[src/rtl/nsv_pkg.sv]
package nsv_pkg;
	// Register bus geometry
	localparam int AXI_AW = 8;
	localparam int AXI_DW = 32;
	localparam logic [7:0] ADDR_WORD_MASK = 8'hFC;
	localparam logic [1:0] RESP_OKAY = 2'h0;
	localparam logic [1:0] RESP_SLVERR = 2'h2;
	// Register byte offsets
	localparam logic [7:0] OFS_STATUS = 8'h00;
	localparam logic [7:0] OFS_INDEX = 8'h04;
	localparam logic [7:0] OFS_CMD_HI = 8'h08;
	localparam logic [7:0] OFS_CMD_LO = 8'h0C;
	localparam logic [7:0] OFS_SECURITY = 8'h10;
	localparam logic [7:0] OFS_MARGIN = 8'h14;
	// Status register layout and reset value
	localparam int B_DONE = 7;
	localparam int B_ACC_ERR = 5;
	localparam int B_PROT_VIOL = 4;
	localparam int B_MG1 = 1;
	localparam int B_MG0 = 0;
	localparam logic [7:0] STATUS_RST = 8'h80;
	// Security and margin register layout
	localparam int B_SECURED = 0;
	localparam int B_LOCKED = 1;
	localparam int B_KEY_EN = 6;
	localparam int B_EE_MG = 2;
	// Command opcodes and launch indices
	localparam logic [7:0] OP_KEY_CHECK = 8'h0C;
	localparam logic [7:0] OP_SET_MARGIN = 8'h0D;
	localparam logic [7:0] OP_BLANK_CHECK = 8'h10;
	localparam logic [2:0] IX_KEY_LAST = 3'h4;
	localparam logic [2:0] IX_PARAM = 3'h2;
	localparam int CBUF_DEPTH = 8;
	// Backdoor key enable code; key 0 sits at this config word
	localparam logic [1:0] KEY_EN_ON = 2'h2;
	localparam logic [15:0] KEY0_WORD_ADDR = 16'hFF70;
	// Margin level codes
	localparam logic [15:0] MG_NORMAL = 16'h0000;
	localparam logic [15:0] MG_ERASED = 16'h0001;
	localparam logic [15:0] MG_PROGRAMMED = 16'h0002;
	// Global address map of the two blocks
	localparam int B_BLOCK_SEL = 23;
	localparam logic [23:0] FL_END = 24'h003FFF;
	localparam logic [23:0] EE_BASE = 24'h800000;
	localparam logic [23:0] EE_END = 24'h8000FF;
	localparam logic [24:0] EE_LIMIT = 25'h0800100;
	localparam logic [7:0] ERASED_BYTE = 8'hFF;
	// Command engine states
	typedef enum logic [1:0] {
		ST_IDLE = 2'b00,
		ST_CHECK = 2'b01,
		ST_BLANK = 2'b10
	} nsv_state_t;
endpackage

[src/rtl/nsv_top.sv]
// The address map and the AXI4-Lite interface to the registers were decided locally.
`timescale 1ns/1ps
module nsv_top (
	// Clock, reset, enable
	input wire logic CORE_CLK_IN,
	input wire logic RSTN_IN,
	input wire logic CE_IN,
	// AXI4-Lite write channels
	input wire logic [nsv_pkg::AXI_AW-1:0] S_AXI_AWADDR_IN,
	input wire logic S_AXI_AWVALID_IN,
	output logic S_AXI_AWREADY_OUT,
	input wire logic [nsv_pkg::AXI_DW-1:0] S_AXI_WDATA_IN,
	input wire logic [3:0] S_AXI_WSTRB_IN,
	input wire logic S_AXI_WVALID_IN,
	output logic S_AXI_WREADY_OUT,
	output logic [1:0] S_AXI_BRESP_OUT,
	output logic S_AXI_BVALID_OUT,
	input wire logic S_AXI_BREADY_IN,
	// AXI4-Lite read channels
	input wire logic [nsv_pkg::AXI_AW-1:0] S_AXI_ARADDR_IN,
	input wire logic S_AXI_ARVALID_IN,
	output logic S_AXI_ARREADY_OUT,
	output logic [nsv_pkg::AXI_DW-1:0] S_AXI_RDATA_OUT,
	output logic [1:0] S_AXI_RRESP_OUT,
	output logic S_AXI_RVALID_OUT,
	input wire logic S_AXI_RREADY_IN,
	// Configuration field and mode
	input wire logic [1:0] KEY_EN_IN,
	input wire logic [63:0] BACKDOOR_KEYS_IN,
	input wire logic CMD_MODE_OK_IN,
	// EEPROM array read port
	output logic EE_RD_REQ_OUT,
	output logic [23:0] EE_RD_ADDR_OUT,
	input wire logic EE_RD_ACK_IN,
	input wire logic [7:0] EE_RD_DATA_IN,
	input wire logic EE_RD_ERR_IN,
	input wire logic EE_RD_FATAL_IN,
	// Security and read margin state
	output logic SECURE_OUT,
	output logic [1:0] FLASH_MARGIN_OUT,
	output logic [1:0] EE_MARGIN_OUT
);
	import nsv_pkg::*;

	// Whole module state in one record
	typedef struct packed {
		nsv_state_t st;
		logic [7:0] stat; // Status flags
		logic [2:0] cix; // Command object index
		logic [CBUF_DEPTH-1:0][15:0] cbuf; // Command object buffer
		logic secured; // Security engaged
		logic locked; // Key check lockout
		logic [1:0] fl_mg; // Flash margin level
		logic [1:0] ee_mg; // EEPROM margin level
		logic [23:0] cur; // Blank check address
		logic [15:0] left; // Bytes still to check
		logic rd_req; // Array read request
		logic aw_got; // Write address held
		logic [7:0] aw_addr;
		logic w_got; // Write data held
		logic [31:0] wdata;
		logic wlane0; // Low byte lane strobed
		logic bvalid;
		logic [1:0] bresp;
		logic rvalid;
		logic [31:0] rdata;
		logic [1:0] rresp;
	} nsv_regs_t;

	nsv_regs_t s_r;
	nsv_regs_t s_nxt;

	// Decoded command fields
	logic [7:0] opcode;
	logic [23:0] gaddr;
	logic [15:0] param;
	logic is_ee; // Address names the EEPROM block
	logic addr_ok; // Address lands inside its block
	logic key_gate_ok; // Index, enable and lockout fine
	logic key_match;
	logic mg_code_ok;
	logic mg_ok; // Margin command fully valid
	logic range_ok;
	logic blank_ok; // Blank check fully valid
	logic [24:0] range_end;
	logic launch; // Software starts a command
	logic [7:0] wr_ofs;
	logic [7:0] rd_ofs;
	logic [7:0] rd_byte;
	logic rd_hit;

	// Command fields come straight from the buffer slots
	assign opcode = s_r.cbuf[0][15:8];
	assign gaddr = {s_r.cbuf[0][7:0], s_r.cbuf[1]};
	assign param = s_r.cbuf[IX_PARAM];
	assign is_ee = gaddr[B_BLOCK_SEL];
	assign wr_ofs = s_r.aw_addr & ADDR_WORD_MASK;
	assign rd_ofs = S_AXI_ARADDR_IN & ADDR_WORD_MASK;

	// Address check against the block the top bit selects
	always_comb begin
		if (is_ee) begin
			addr_ok = (gaddr >= EE_BASE) && (gaddr <= EE_END);
		end else begin
			addr_ok = (gaddr <= FL_END);
		end
	end

	// Key check qualification; slot 1 meets the key at the highest word
	assign key_gate_ok = (s_r.cix == IX_KEY_LAST)
		&& (KEY_EN_IN == KEY_EN_ON)
		&& !s_r.locked;
	assign key_match = {s_r.cbuf[1], s_r.cbuf[2], s_r.cbuf[3], s_r.cbuf[4]}
		== BACKDOOR_KEYS_IN;

	// Margin command qualification
	assign mg_code_ok = (param == MG_NORMAL) || (param == MG_ERASED)
		|| (param == MG_PROGRAMMED);
	assign mg_ok = mg_code_ok && addr_ok
		&& (s_r.cix == IX_PARAM)
		&& CMD_MODE_OK_IN;

	// Blank check range must stop at the last EEPROM byte
	assign range_end = {1'b0, gaddr} + {9'h000, param};
	assign range_ok = (range_end <= EE_LIMIT);
	assign blank_ok = is_ee && addr_ok && range_ok
		&& (s_r.cix == IX_PARAM)
		&& CMD_MODE_OK_IN;

	// A launch is a one written to the complete flag while it is set
	assign launch = s_r.aw_got && s_r.w_got && !s_r.bvalid && s_r.wlane0
		&& (wr_ofs == OFS_STATUS) && s_r.wdata[B_DONE]
		&& s_r.stat[B_DONE];

	// Read data multiplexer, sampled into the read channel register
	always_comb begin
		rd_byte = 8'h00;
		rd_hit = 1'b1;
		case (rd_ofs)
			OFS_STATUS: begin
				rd_byte = s_r.stat;
			end
			OFS_INDEX: begin
				rd_byte = {5'h00, s_r.cix};
			end
			OFS_CMD_HI: begin
				rd_byte = s_r.cbuf[s_r.cix][15:8];
			end
			OFS_CMD_LO: begin
				rd_byte = s_r.cbuf[s_r.cix][7:0];
			end
			OFS_SECURITY: begin
				rd_byte[B_SECURED] = s_r.secured;
				rd_byte[B_LOCKED] = s_r.locked;
				rd_byte[B_KEY_EN+1:B_KEY_EN] = KEY_EN_IN;
			end
			OFS_MARGIN: begin
				rd_byte[B_EE_MG+1:B_EE_MG] = s_r.ee_mg;
				rd_byte[1:0] = s_r.fl_mg;
			end
			default: begin
				rd_hit = 1'b0; // Unmapped word
			end
		endcase
	end

	// Next state: bus slave first, engine last so its sets win
	always_comb begin
		s_nxt = s_r;
		// Address and data are taken in either order
		if (!s_r.aw_got && S_AXI_AWVALID_IN) begin
			s_nxt.aw_got = 1'b1;
			s_nxt.aw_addr = S_AXI_AWADDR_IN;
		end
		if (!s_r.w_got && S_AXI_WVALID_IN) begin
			s_nxt.w_got = 1'b1;
			s_nxt.wdata = S_AXI_WDATA_IN;
			s_nxt.wlane0 = S_AXI_WSTRB_IN[0];
		end
		// Register write once both halves are in
		if (s_r.aw_got && s_r.w_got && !s_r.bvalid) begin
			s_nxt.aw_got = 1'b0;
			s_nxt.w_got = 1'b0;
			s_nxt.bvalid = 1'b1;
			s_nxt.bresp = RESP_OKAY;
			case (wr_ofs)
				OFS_STATUS: begin
					if (s_r.wlane0) begin
						// Write one to clear the access error and violation flags
						if (s_r.wdata[B_ACC_ERR]) begin
							s_nxt.stat[B_ACC_ERR] = 1'b0;
						end
						if (s_r.wdata[B_PROT_VIOL]) begin
							s_nxt.stat[B_PROT_VIOL] = 1'b0;
						end
						if (launch) begin
							s_nxt.stat[B_DONE] = 1'b0;
							s_nxt.stat[B_MG1] = 1'b0;
							s_nxt.stat[B_MG0] = 1'b0;
							s_nxt.st = ST_CHECK;
						end
					end
				end
				// Buffer and index are frozen while a command runs
				OFS_INDEX: begin
					if (s_r.wlane0 && s_r.stat[B_DONE]) begin
						s_nxt.cix = s_r.wdata[2:0];
					end
				end
				OFS_CMD_HI: begin
					if (s_r.wlane0 && s_r.stat[B_DONE]) begin
						s_nxt.cbuf[s_r.cix][15:8] = s_r.wdata[7:0];
					end
				end
				OFS_CMD_LO: begin
					if (s_r.wlane0 && s_r.stat[B_DONE]) begin
						s_nxt.cbuf[s_r.cix][7:0] = s_r.wdata[7:0];
					end
				end
				OFS_SECURITY, OFS_MARGIN: begin
					s_nxt.bresp = RESP_OKAY; // Read only, write ignored
				end
				default: begin
					s_nxt.bresp = RESP_SLVERR;
				end
			endcase
		end
		if (s_r.bvalid && S_AXI_BREADY_IN) begin
			s_nxt.bvalid = 1'b0;
		end
		// Read: one cycle from address to data
		if (S_AXI_ARVALID_IN && !s_r.rvalid) begin
			s_nxt.rvalid = 1'b1;
			s_nxt.rdata = AXI_DW'(rd_byte);
			s_nxt.rresp = rd_hit ? RESP_OKAY : RESP_SLVERR;
		end
		if (s_r.rvalid && S_AXI_RREADY_IN) begin
			s_nxt.rvalid = 1'b0;
		end
		// Command engine; the violation flag is never touched here
		case (s_r.st)
			ST_IDLE: begin
				s_nxt.rd_req = 1'b0;
			end
			ST_CHECK: begin
				s_nxt.st = ST_IDLE;
				s_nxt.stat[B_DONE] = 1'b1;
				case (opcode)
					OP_KEY_CHECK: begin
						if (!key_gate_ok) begin
							s_nxt.stat[B_ACC_ERR] = 1'b1;
						end else if (key_match) begin
							s_nxt.secured = 1'b0;
						end else begin
							s_nxt.stat[B_ACC_ERR] = 1'b1;
							s_nxt.locked = 1'b1;
						end
					end
					OP_SET_MARGIN: begin
						if (!mg_ok) begin
							s_nxt.stat[B_ACC_ERR] = 1'b1;
						end else if (is_ee) begin
							s_nxt.ee_mg = param[1:0];
						end else begin
							s_nxt.fl_mg = param[1:0];
							s_nxt.ee_mg = param[1:0];
						end
					end
					OP_BLANK_CHECK: begin
						if (!blank_ok) begin
							s_nxt.stat[B_ACC_ERR] = 1'b1;
						end else if (param != 16'h0000) begin
							// Zero bytes passes at once
							s_nxt.stat[B_DONE] = 1'b0;
							s_nxt.st = ST_BLANK;
							s_nxt.cur = gaddr;
							s_nxt.left = param;
							s_nxt.rd_req = 1'b1;
						end
					end
					default: begin
						s_nxt.stat[B_ACC_ERR] = 1'b1; // Unknown opcode
					end
				endcase
			end
			ST_BLANK: begin
				// Request stays up; each ack delivers one byte
				if (EE_RD_ACK_IN) begin
					if (EE_RD_DATA_IN != ERASED_BYTE) begin
						s_nxt.stat[B_MG1] = 1'b1;
						s_nxt.stat[B_MG0] = 1'b1;
					end
					if (EE_RD_ERR_IN || EE_RD_FATAL_IN) begin
						s_nxt.stat[B_MG1] = 1'b1;
					end
					if (EE_RD_FATAL_IN) begin
						s_nxt.stat[B_MG0] = 1'b1;
					end
					s_nxt.cur = s_r.cur + 24'h000001;
					s_nxt.left = s_r.left - 16'h0001;
					if (s_r.left == 16'h0001) begin
						s_nxt.rd_req = 1'b0;
						s_nxt.st = ST_IDLE;
						s_nxt.stat[B_DONE] = 1'b1;
					end
				end
			end
			default: begin
				s_nxt.st = ST_IDLE; // Recover from an illegal code
			end
		endcase
	end

	// State register; enable low freezes everything
	always_ff @(posedge CORE_CLK_IN or negedge RSTN_IN) begin
		if (!RSTN_IN) begin
			s_r <= '0;
			s_r.st <= ST_IDLE;
			s_r.stat <= STATUS_RST;
			s_r.secured <= 1'b1; // Secure until keys match
		end else if (CE_IN) begin
			s_r <= s_nxt;
		end
	end

	// Readies are combinational and drop while frozen, so nothing is taken unseen
	assign S_AXI_AWREADY_OUT = !s_r.aw_got && CE_IN;
	assign S_AXI_WREADY_OUT = !s_r.w_got && CE_IN;
	assign S_AXI_BRESP_OUT = s_r.bresp;
	assign S_AXI_BVALID_OUT = s_r.bvalid;
	assign S_AXI_ARREADY_OUT = !s_r.rvalid && CE_IN;
	assign S_AXI_RDATA_OUT = s_r.rdata;
	assign S_AXI_RRESP_OUT = s_r.rresp;
	assign S_AXI_RVALID_OUT = s_r.rvalid;
	assign EE_RD_REQ_OUT = s_r.rd_req;
	assign EE_RD_ADDR_OUT = s_r.cur;
	assign SECURE_OUT = s_r.secured;
	assign FLASH_MARGIN_OUT = s_r.fl_mg;
	assign EE_MARGIN_OUT = s_r.ee_mg;
endmodule

[config.mk]
export PLATFORM = sky130hd
export DESIGN_NAME = nsv_top
export DESIGN_NICKNAME = d
export VERILOG_FILES = /design/src/rtl/nsv_pkg.sv /design/src/rtl/nsv_top.sv
export SDC_FILE = /design/constraint.sdc
export NUM_CORES = 1
export LEC_CHECK = 0
export BUFFER_PORTS_ARGS = -buffer_cell sky130_fd_sc_hd__buf_2
export CAP_MARGIN = 20
export CORE_MARGIN = 1.5
export CORE_UTILIZATION = 36
export CTS_CLUSTER_DIAMETER = 50
export DETAILED_ROUTE_END_ITERATION = 10
export PLACE_DENSITY = 0.62
export SETUP_SLACK_MARGIN = 0.02
export SKIP_LAST_GASP = 1
export SLEW_MARGIN = 20
export SYNTH_ARGS = -nofsm -noshare
export SYNTH_HDL_FRONTEND = slang
export SYNTH_SLANG_ARGS = --single-unit
[constraint.sdc]
create_clock -name CORE_CLK_IN -period 4.9 [get_ports CORE_CLK_IN]
set_input_delay 0.245 -clock CORE_CLK_IN [delete_from_list [all_inputs] [get_ports CORE_CLK_IN]]
set_output_delay 0.245 -clock CORE_CLK_IN [all_outputs]
set_load 0.01 [all_outputs]
### Word-level counts from Yosys, hierarchy flattened

Cells that the tools add are included.

* reduce and logical (&&, ||, !) cells: 64
* multiplexer cells: 66
* order comparisons: 6
* bitwise operators: 2
* add/subtract/negate cells: 3
* eq/ne operators: 30

Operators with widths (number)
* bitwise mux 128 bit: 2
* 2-to-1 mux 128 bit: 2
* one-hot mux 128 bit (2 select lines): 1
* 2-to-1 mux 41 bit: 4
* 2-to-1 mux 133 bit: 1
* demux 16 bit (select 3 bit): 2
* one-hot mux 40 bit (2 select lines): 1
* equality test 64 bit: 1
* binary-select mux 16 bit (select 3 bit): 1
* 2-to-1 mux 3 bit: 12
* 2-to-1 mux 35 bit: 1
* 2-to-1 mux 34 bit: 1
* equality test 16 x 1 -> 1 bit (second input constant): 2
* 2-to-1 mux 16 bit: 2
* logical AND 1 bit: 26
* adder 24 x 16 -> 25 bit: 1
* less-or-equal comparator 25 x 24 -> 1 bit (second input constant): 1
* adder 24 x 1 -> 24 bit (second input constant): 1
* equality test 6 x 2 -> 1 bit (second input constant): 4
* equality test 6 x 3 -> 1 bit (second input constant): 4
* >= comparator 24 bit (second input constant): 1
* less-or-equal comparator 24 x 14 -> 1 bit (second input constant): 1
* less-or-equal comparator 24 bit (second input constant): 1
* 2-to-1 mux 2 bit: 11
* other kinds (37): 87

* word-level logic and storage cells: 199
* output and inout port bits: 71
* bits of input ports: 138
* register bits after elaboration: 241

### Depth between registers and ports, before layout

* word-level depth: 14
* mapped depth: 13
* mapped depth without buffers: 11

### Worst setup path after synthesis

No wires, ideal clock.

* path kind: flip-flop to flip-flop
* start: register (tool-made name)
* end: register s_r (netlist bit EE_RD_ADDR_OUT[21])
* path slack: 1.506 ns
* arrival time: 3.270 ns
* path buffers: 1
* cell stages (with the launch flop): 13
* clock period less this slack: 3.394 ns
* library setup time: 0.124 ns
* required time: 4.776 ns
* path through: dfrtp_1 -> ha_1 -> fa_1 -> a211oi_1 -> o21ai_1 -> a211oi_2 -> mux2i_1 -> nor4b_1 -> nand4_1 -> o31ai_4 -> nand2_2 -> buf_2 -> a211o_1

RTL lines
* to (signal assigned): RTL line nsv_top.sv:322 `s_r <= s_nxt;`
* to (decl): RTL line nsv_top.sv:70 `nsv_regs_t s_r;`

==> flow_metrics.py <==
metrics = {
    "cts": {
        "cts_sinks": 213,
        "cts_tree": "yes",
        "ctsResizeCount": 0,
        "clk_path_buf_depth": 3,
        "ctsHoldBuffers": 20,
        "root_buffer": "clkbuf_16",
        "clock_latency_ns": 0.56,
        "postCtsSetupRepairBufs": 0,
        "cts.clk_slew.worst_paths_ns": 0.07,
        "cts_buffers": 27,
        "htreeDepth": 1,
    },
    "hold_path": {
        "hold_path_class": "primary input to register",
    },
    "sta": {
        "tightest_slew_ns": 0.961,
        "fin_crit_sh": 0.867,
        "period_minus_slack_ns": 4.25,
        "finalHoldViolations": 0,
        "setup_viol_count_final": 0,
        "drv_slew": 0,
        "fmax_mhz": 235,
        "rsz0062_at_grt": "false",
        "finClkSkew_ns": 0.0303,
        "fin_setup_tns_ns": 0,
        "relSlewSlack": 0.360,
    },
    "power_and_ir_drop": {
        "power_density_nw_per_um2": 318,
        "ir_worst_vdd_mv": 0.284,
        "leakage_uw": 0.00699,
    },
    "place": {
        "dpl.hpwl_um": 30500,
        "gp_congestion": 0.930,
        "io_buffer_count": 151,
        "place_inst": 1837,
    },
    "logic_synthesis": {
        "ys_warn_count": 0,
        "synth.distinct_cells": 80,
        "yosysMostFrequentCell": "dfrtp_1",
        "synth-seq-area-share": 0.405,
        "synth_largest_area_cell": "dfrtp_1",
        "ys.flop_type": "dfrtp_1",
        "syn_avg_cell_area_sq_um": 10.2,
        "yosysTopAreaCellShare": 0.401,
        "syn_area_sq_um": 13200,
        "synthCells": 1295,
        "synthTopCellsByCount": "dfrtp_1, mux2_2, nand2_1",
        "synth_edf_count": 0,
        "ys_seq_elements": 213,
        "async_reset_ff_frac": 1.00,
        "synthTopCellsByArea": "dfrtp_1, mux2_2, xnor2_1",
    },
    "critical_path": {
        "cp_max_fo": 33,
        "critPathKind": "register to register",
        "start_kind": "register",
        "arrival_ns": 4.66,
        "cp.required_ns": 5.31,
        "end_kind": "register",
    },
    "floorplan": {
        "io_pins": 209,
        "placeableCoreArea_sq_um": 35800,
        "fp.dieArea_sq_um": 37800,
        "die-height_um": 194,
        "start_util": 0.368,
        "dieWidth_um": 194,
        "rows": 69,
    },
    "drt": {
        "viasPerCell": 5.83,
        "vias": 11100,
        "wl_per_cell_um": 22.4,
        "wirelength_um": 42700,
        "drt_iter0_drc": 1087,
        "drcViolationCount": 0,
        "dr.pass1.iters": 5,
        "ant_nets": 0,
    },
    "grt": {
        "grtUsageMet3": 0.0578,
        "grt_pass1_wl_um": 65800,
        "gr-total-overflow": 0,
        "grt.busiest_layer": "met2",
        "grt_usage": 0.224,
        "first_global_vias": 10800,
        "grt_max_degree": 130,
        "grt_use_met1": 0.306,
        "antenna_found_initial": 0,
        "grt_use_met2": 0.344,
    },
    "finish": {
        "fin_nets": 1587,
        "utilization": 0.429,
        "syn_to_final_growth_pct": 16.5,
        "drive_gt1_frac": 0.293,
        "diodes": 0,
        "final_cells": 1907,
    },
    "outcome": {
        "status": "completed",
    },
    "job": {
        "timing.max_cap.violations": 0,
    },
}
## cells by family (layout without fill, tap and decap cells)
group	after synthesis	after routing	synth area share
buffers and inverters	151	277	0.0632
xor gates and xnor gates	73	73	0.0485
other	1	26	0.000284
and+or+nand+nor	395	395	0.164
adders and majority gates	24	24	0.0234
DFF	213	213	0.405
AOI/OAI and AO/OA	271	271	0.155
muxes	167	167	0.141
## metal layers
layer	vias up	wire (um)	part of all wire
li1	5049	-	-
met1	5505	18600	0.44
met2	491	19200	0.45
met3	78	3490	0.082
met4	0	1390	0.032
met5	-	0	0
## final cells by class
cell class                      instances  area [sq um]
Fill cell                            3418         20500
Multi-Input combinational cell        956          7160
Sequential cell                       213          5330
Timing Repair Buffer                  206          1240
Clock buffer                           34           762
Tap cell                              461           577
Clock inverter                         16           211
Inverter                               21          78.8
## report_power, final
part	internal (uW)	leakage, uW	switching [uW]	total [uW]
clock	1320	0.000470	830	2150
combinational	239	0.00362	295	534
sequential	1870	0.00290	329	2200
## layout by cell type, fill, tap and decap left out, types with 38 or more instances in the layout
master	netlist	routed
nor2_1	46	46
buf_2	3	150
nand4_1	38	38
a22oi_1	49	49
nand2_1	98	97
dfrtp_1	211	211
o21ai_0	38	38
xnor2_1	69	69
mux2_2	151	151
nand3_1	40	40
## critical path, stage by stage (launching register included)
cell      delay (ns)
dfrtp_1         0.52
fa_1            0.53
a211oi_1        0.34
nor4_1          0.11
a211oi_1        0.45
mux2i_1         0.16
nor4b_1         0.29
nand4_1         0.24
o31ai_4         0.48
nand2_2         0.52
a211o_1         0.45
## metrics by stage
step / area, sq um / worst slack (ns) / power [uW] / hold slack [ns]
4_1_cts: 15300 / 0.648 / 4910 / 0.0779
3_5_place_dp: 14200 / 0.676 / 2750 / 0.300
6_report: 15400 / 0.653 / 4880 / 0.108
3_3_place_gp: 14200 / 0.745 / 2740 / 0.309
5_1_grt: 15400 / 0.373 / 5070 / 0.133
2_1_floorplan: 13300 / 1.51 / 2440 / -0.0506
## worst paths after layout
kind | startpoint | end | slack (ns) | depth (start not counted)
hold / removal | S_AXI_ARADDR_IN[4] | S_AXI_RDATA_OUT[5]$_DFFE_PN0P_ | 0.11 | 3
setup / recovery | register | s_r[85]$_DFFE_PN0P_ | 0.65 | 10
hold reg to reg | S_AXI_RDATA_OUT[4]$_DFFE_PN0P_ | S_AXI_RDATA_OUT[4]$_DFFE_PN0P_ | 0.47 | 2
setup reg to reg | register | s_r[85]$_DFFE_PN0P_ | 0.65 | 10
max in group asynchronous | RSTN_IN | asynchronous set/reset pin | 3.35 | 3
min in group asynchronous | RSTN_IN | EE_RD_ADDR_OUT[14]$_DFFE_PN0P_ | 0.30 | 2
Power figures use the tool's default switching activity.
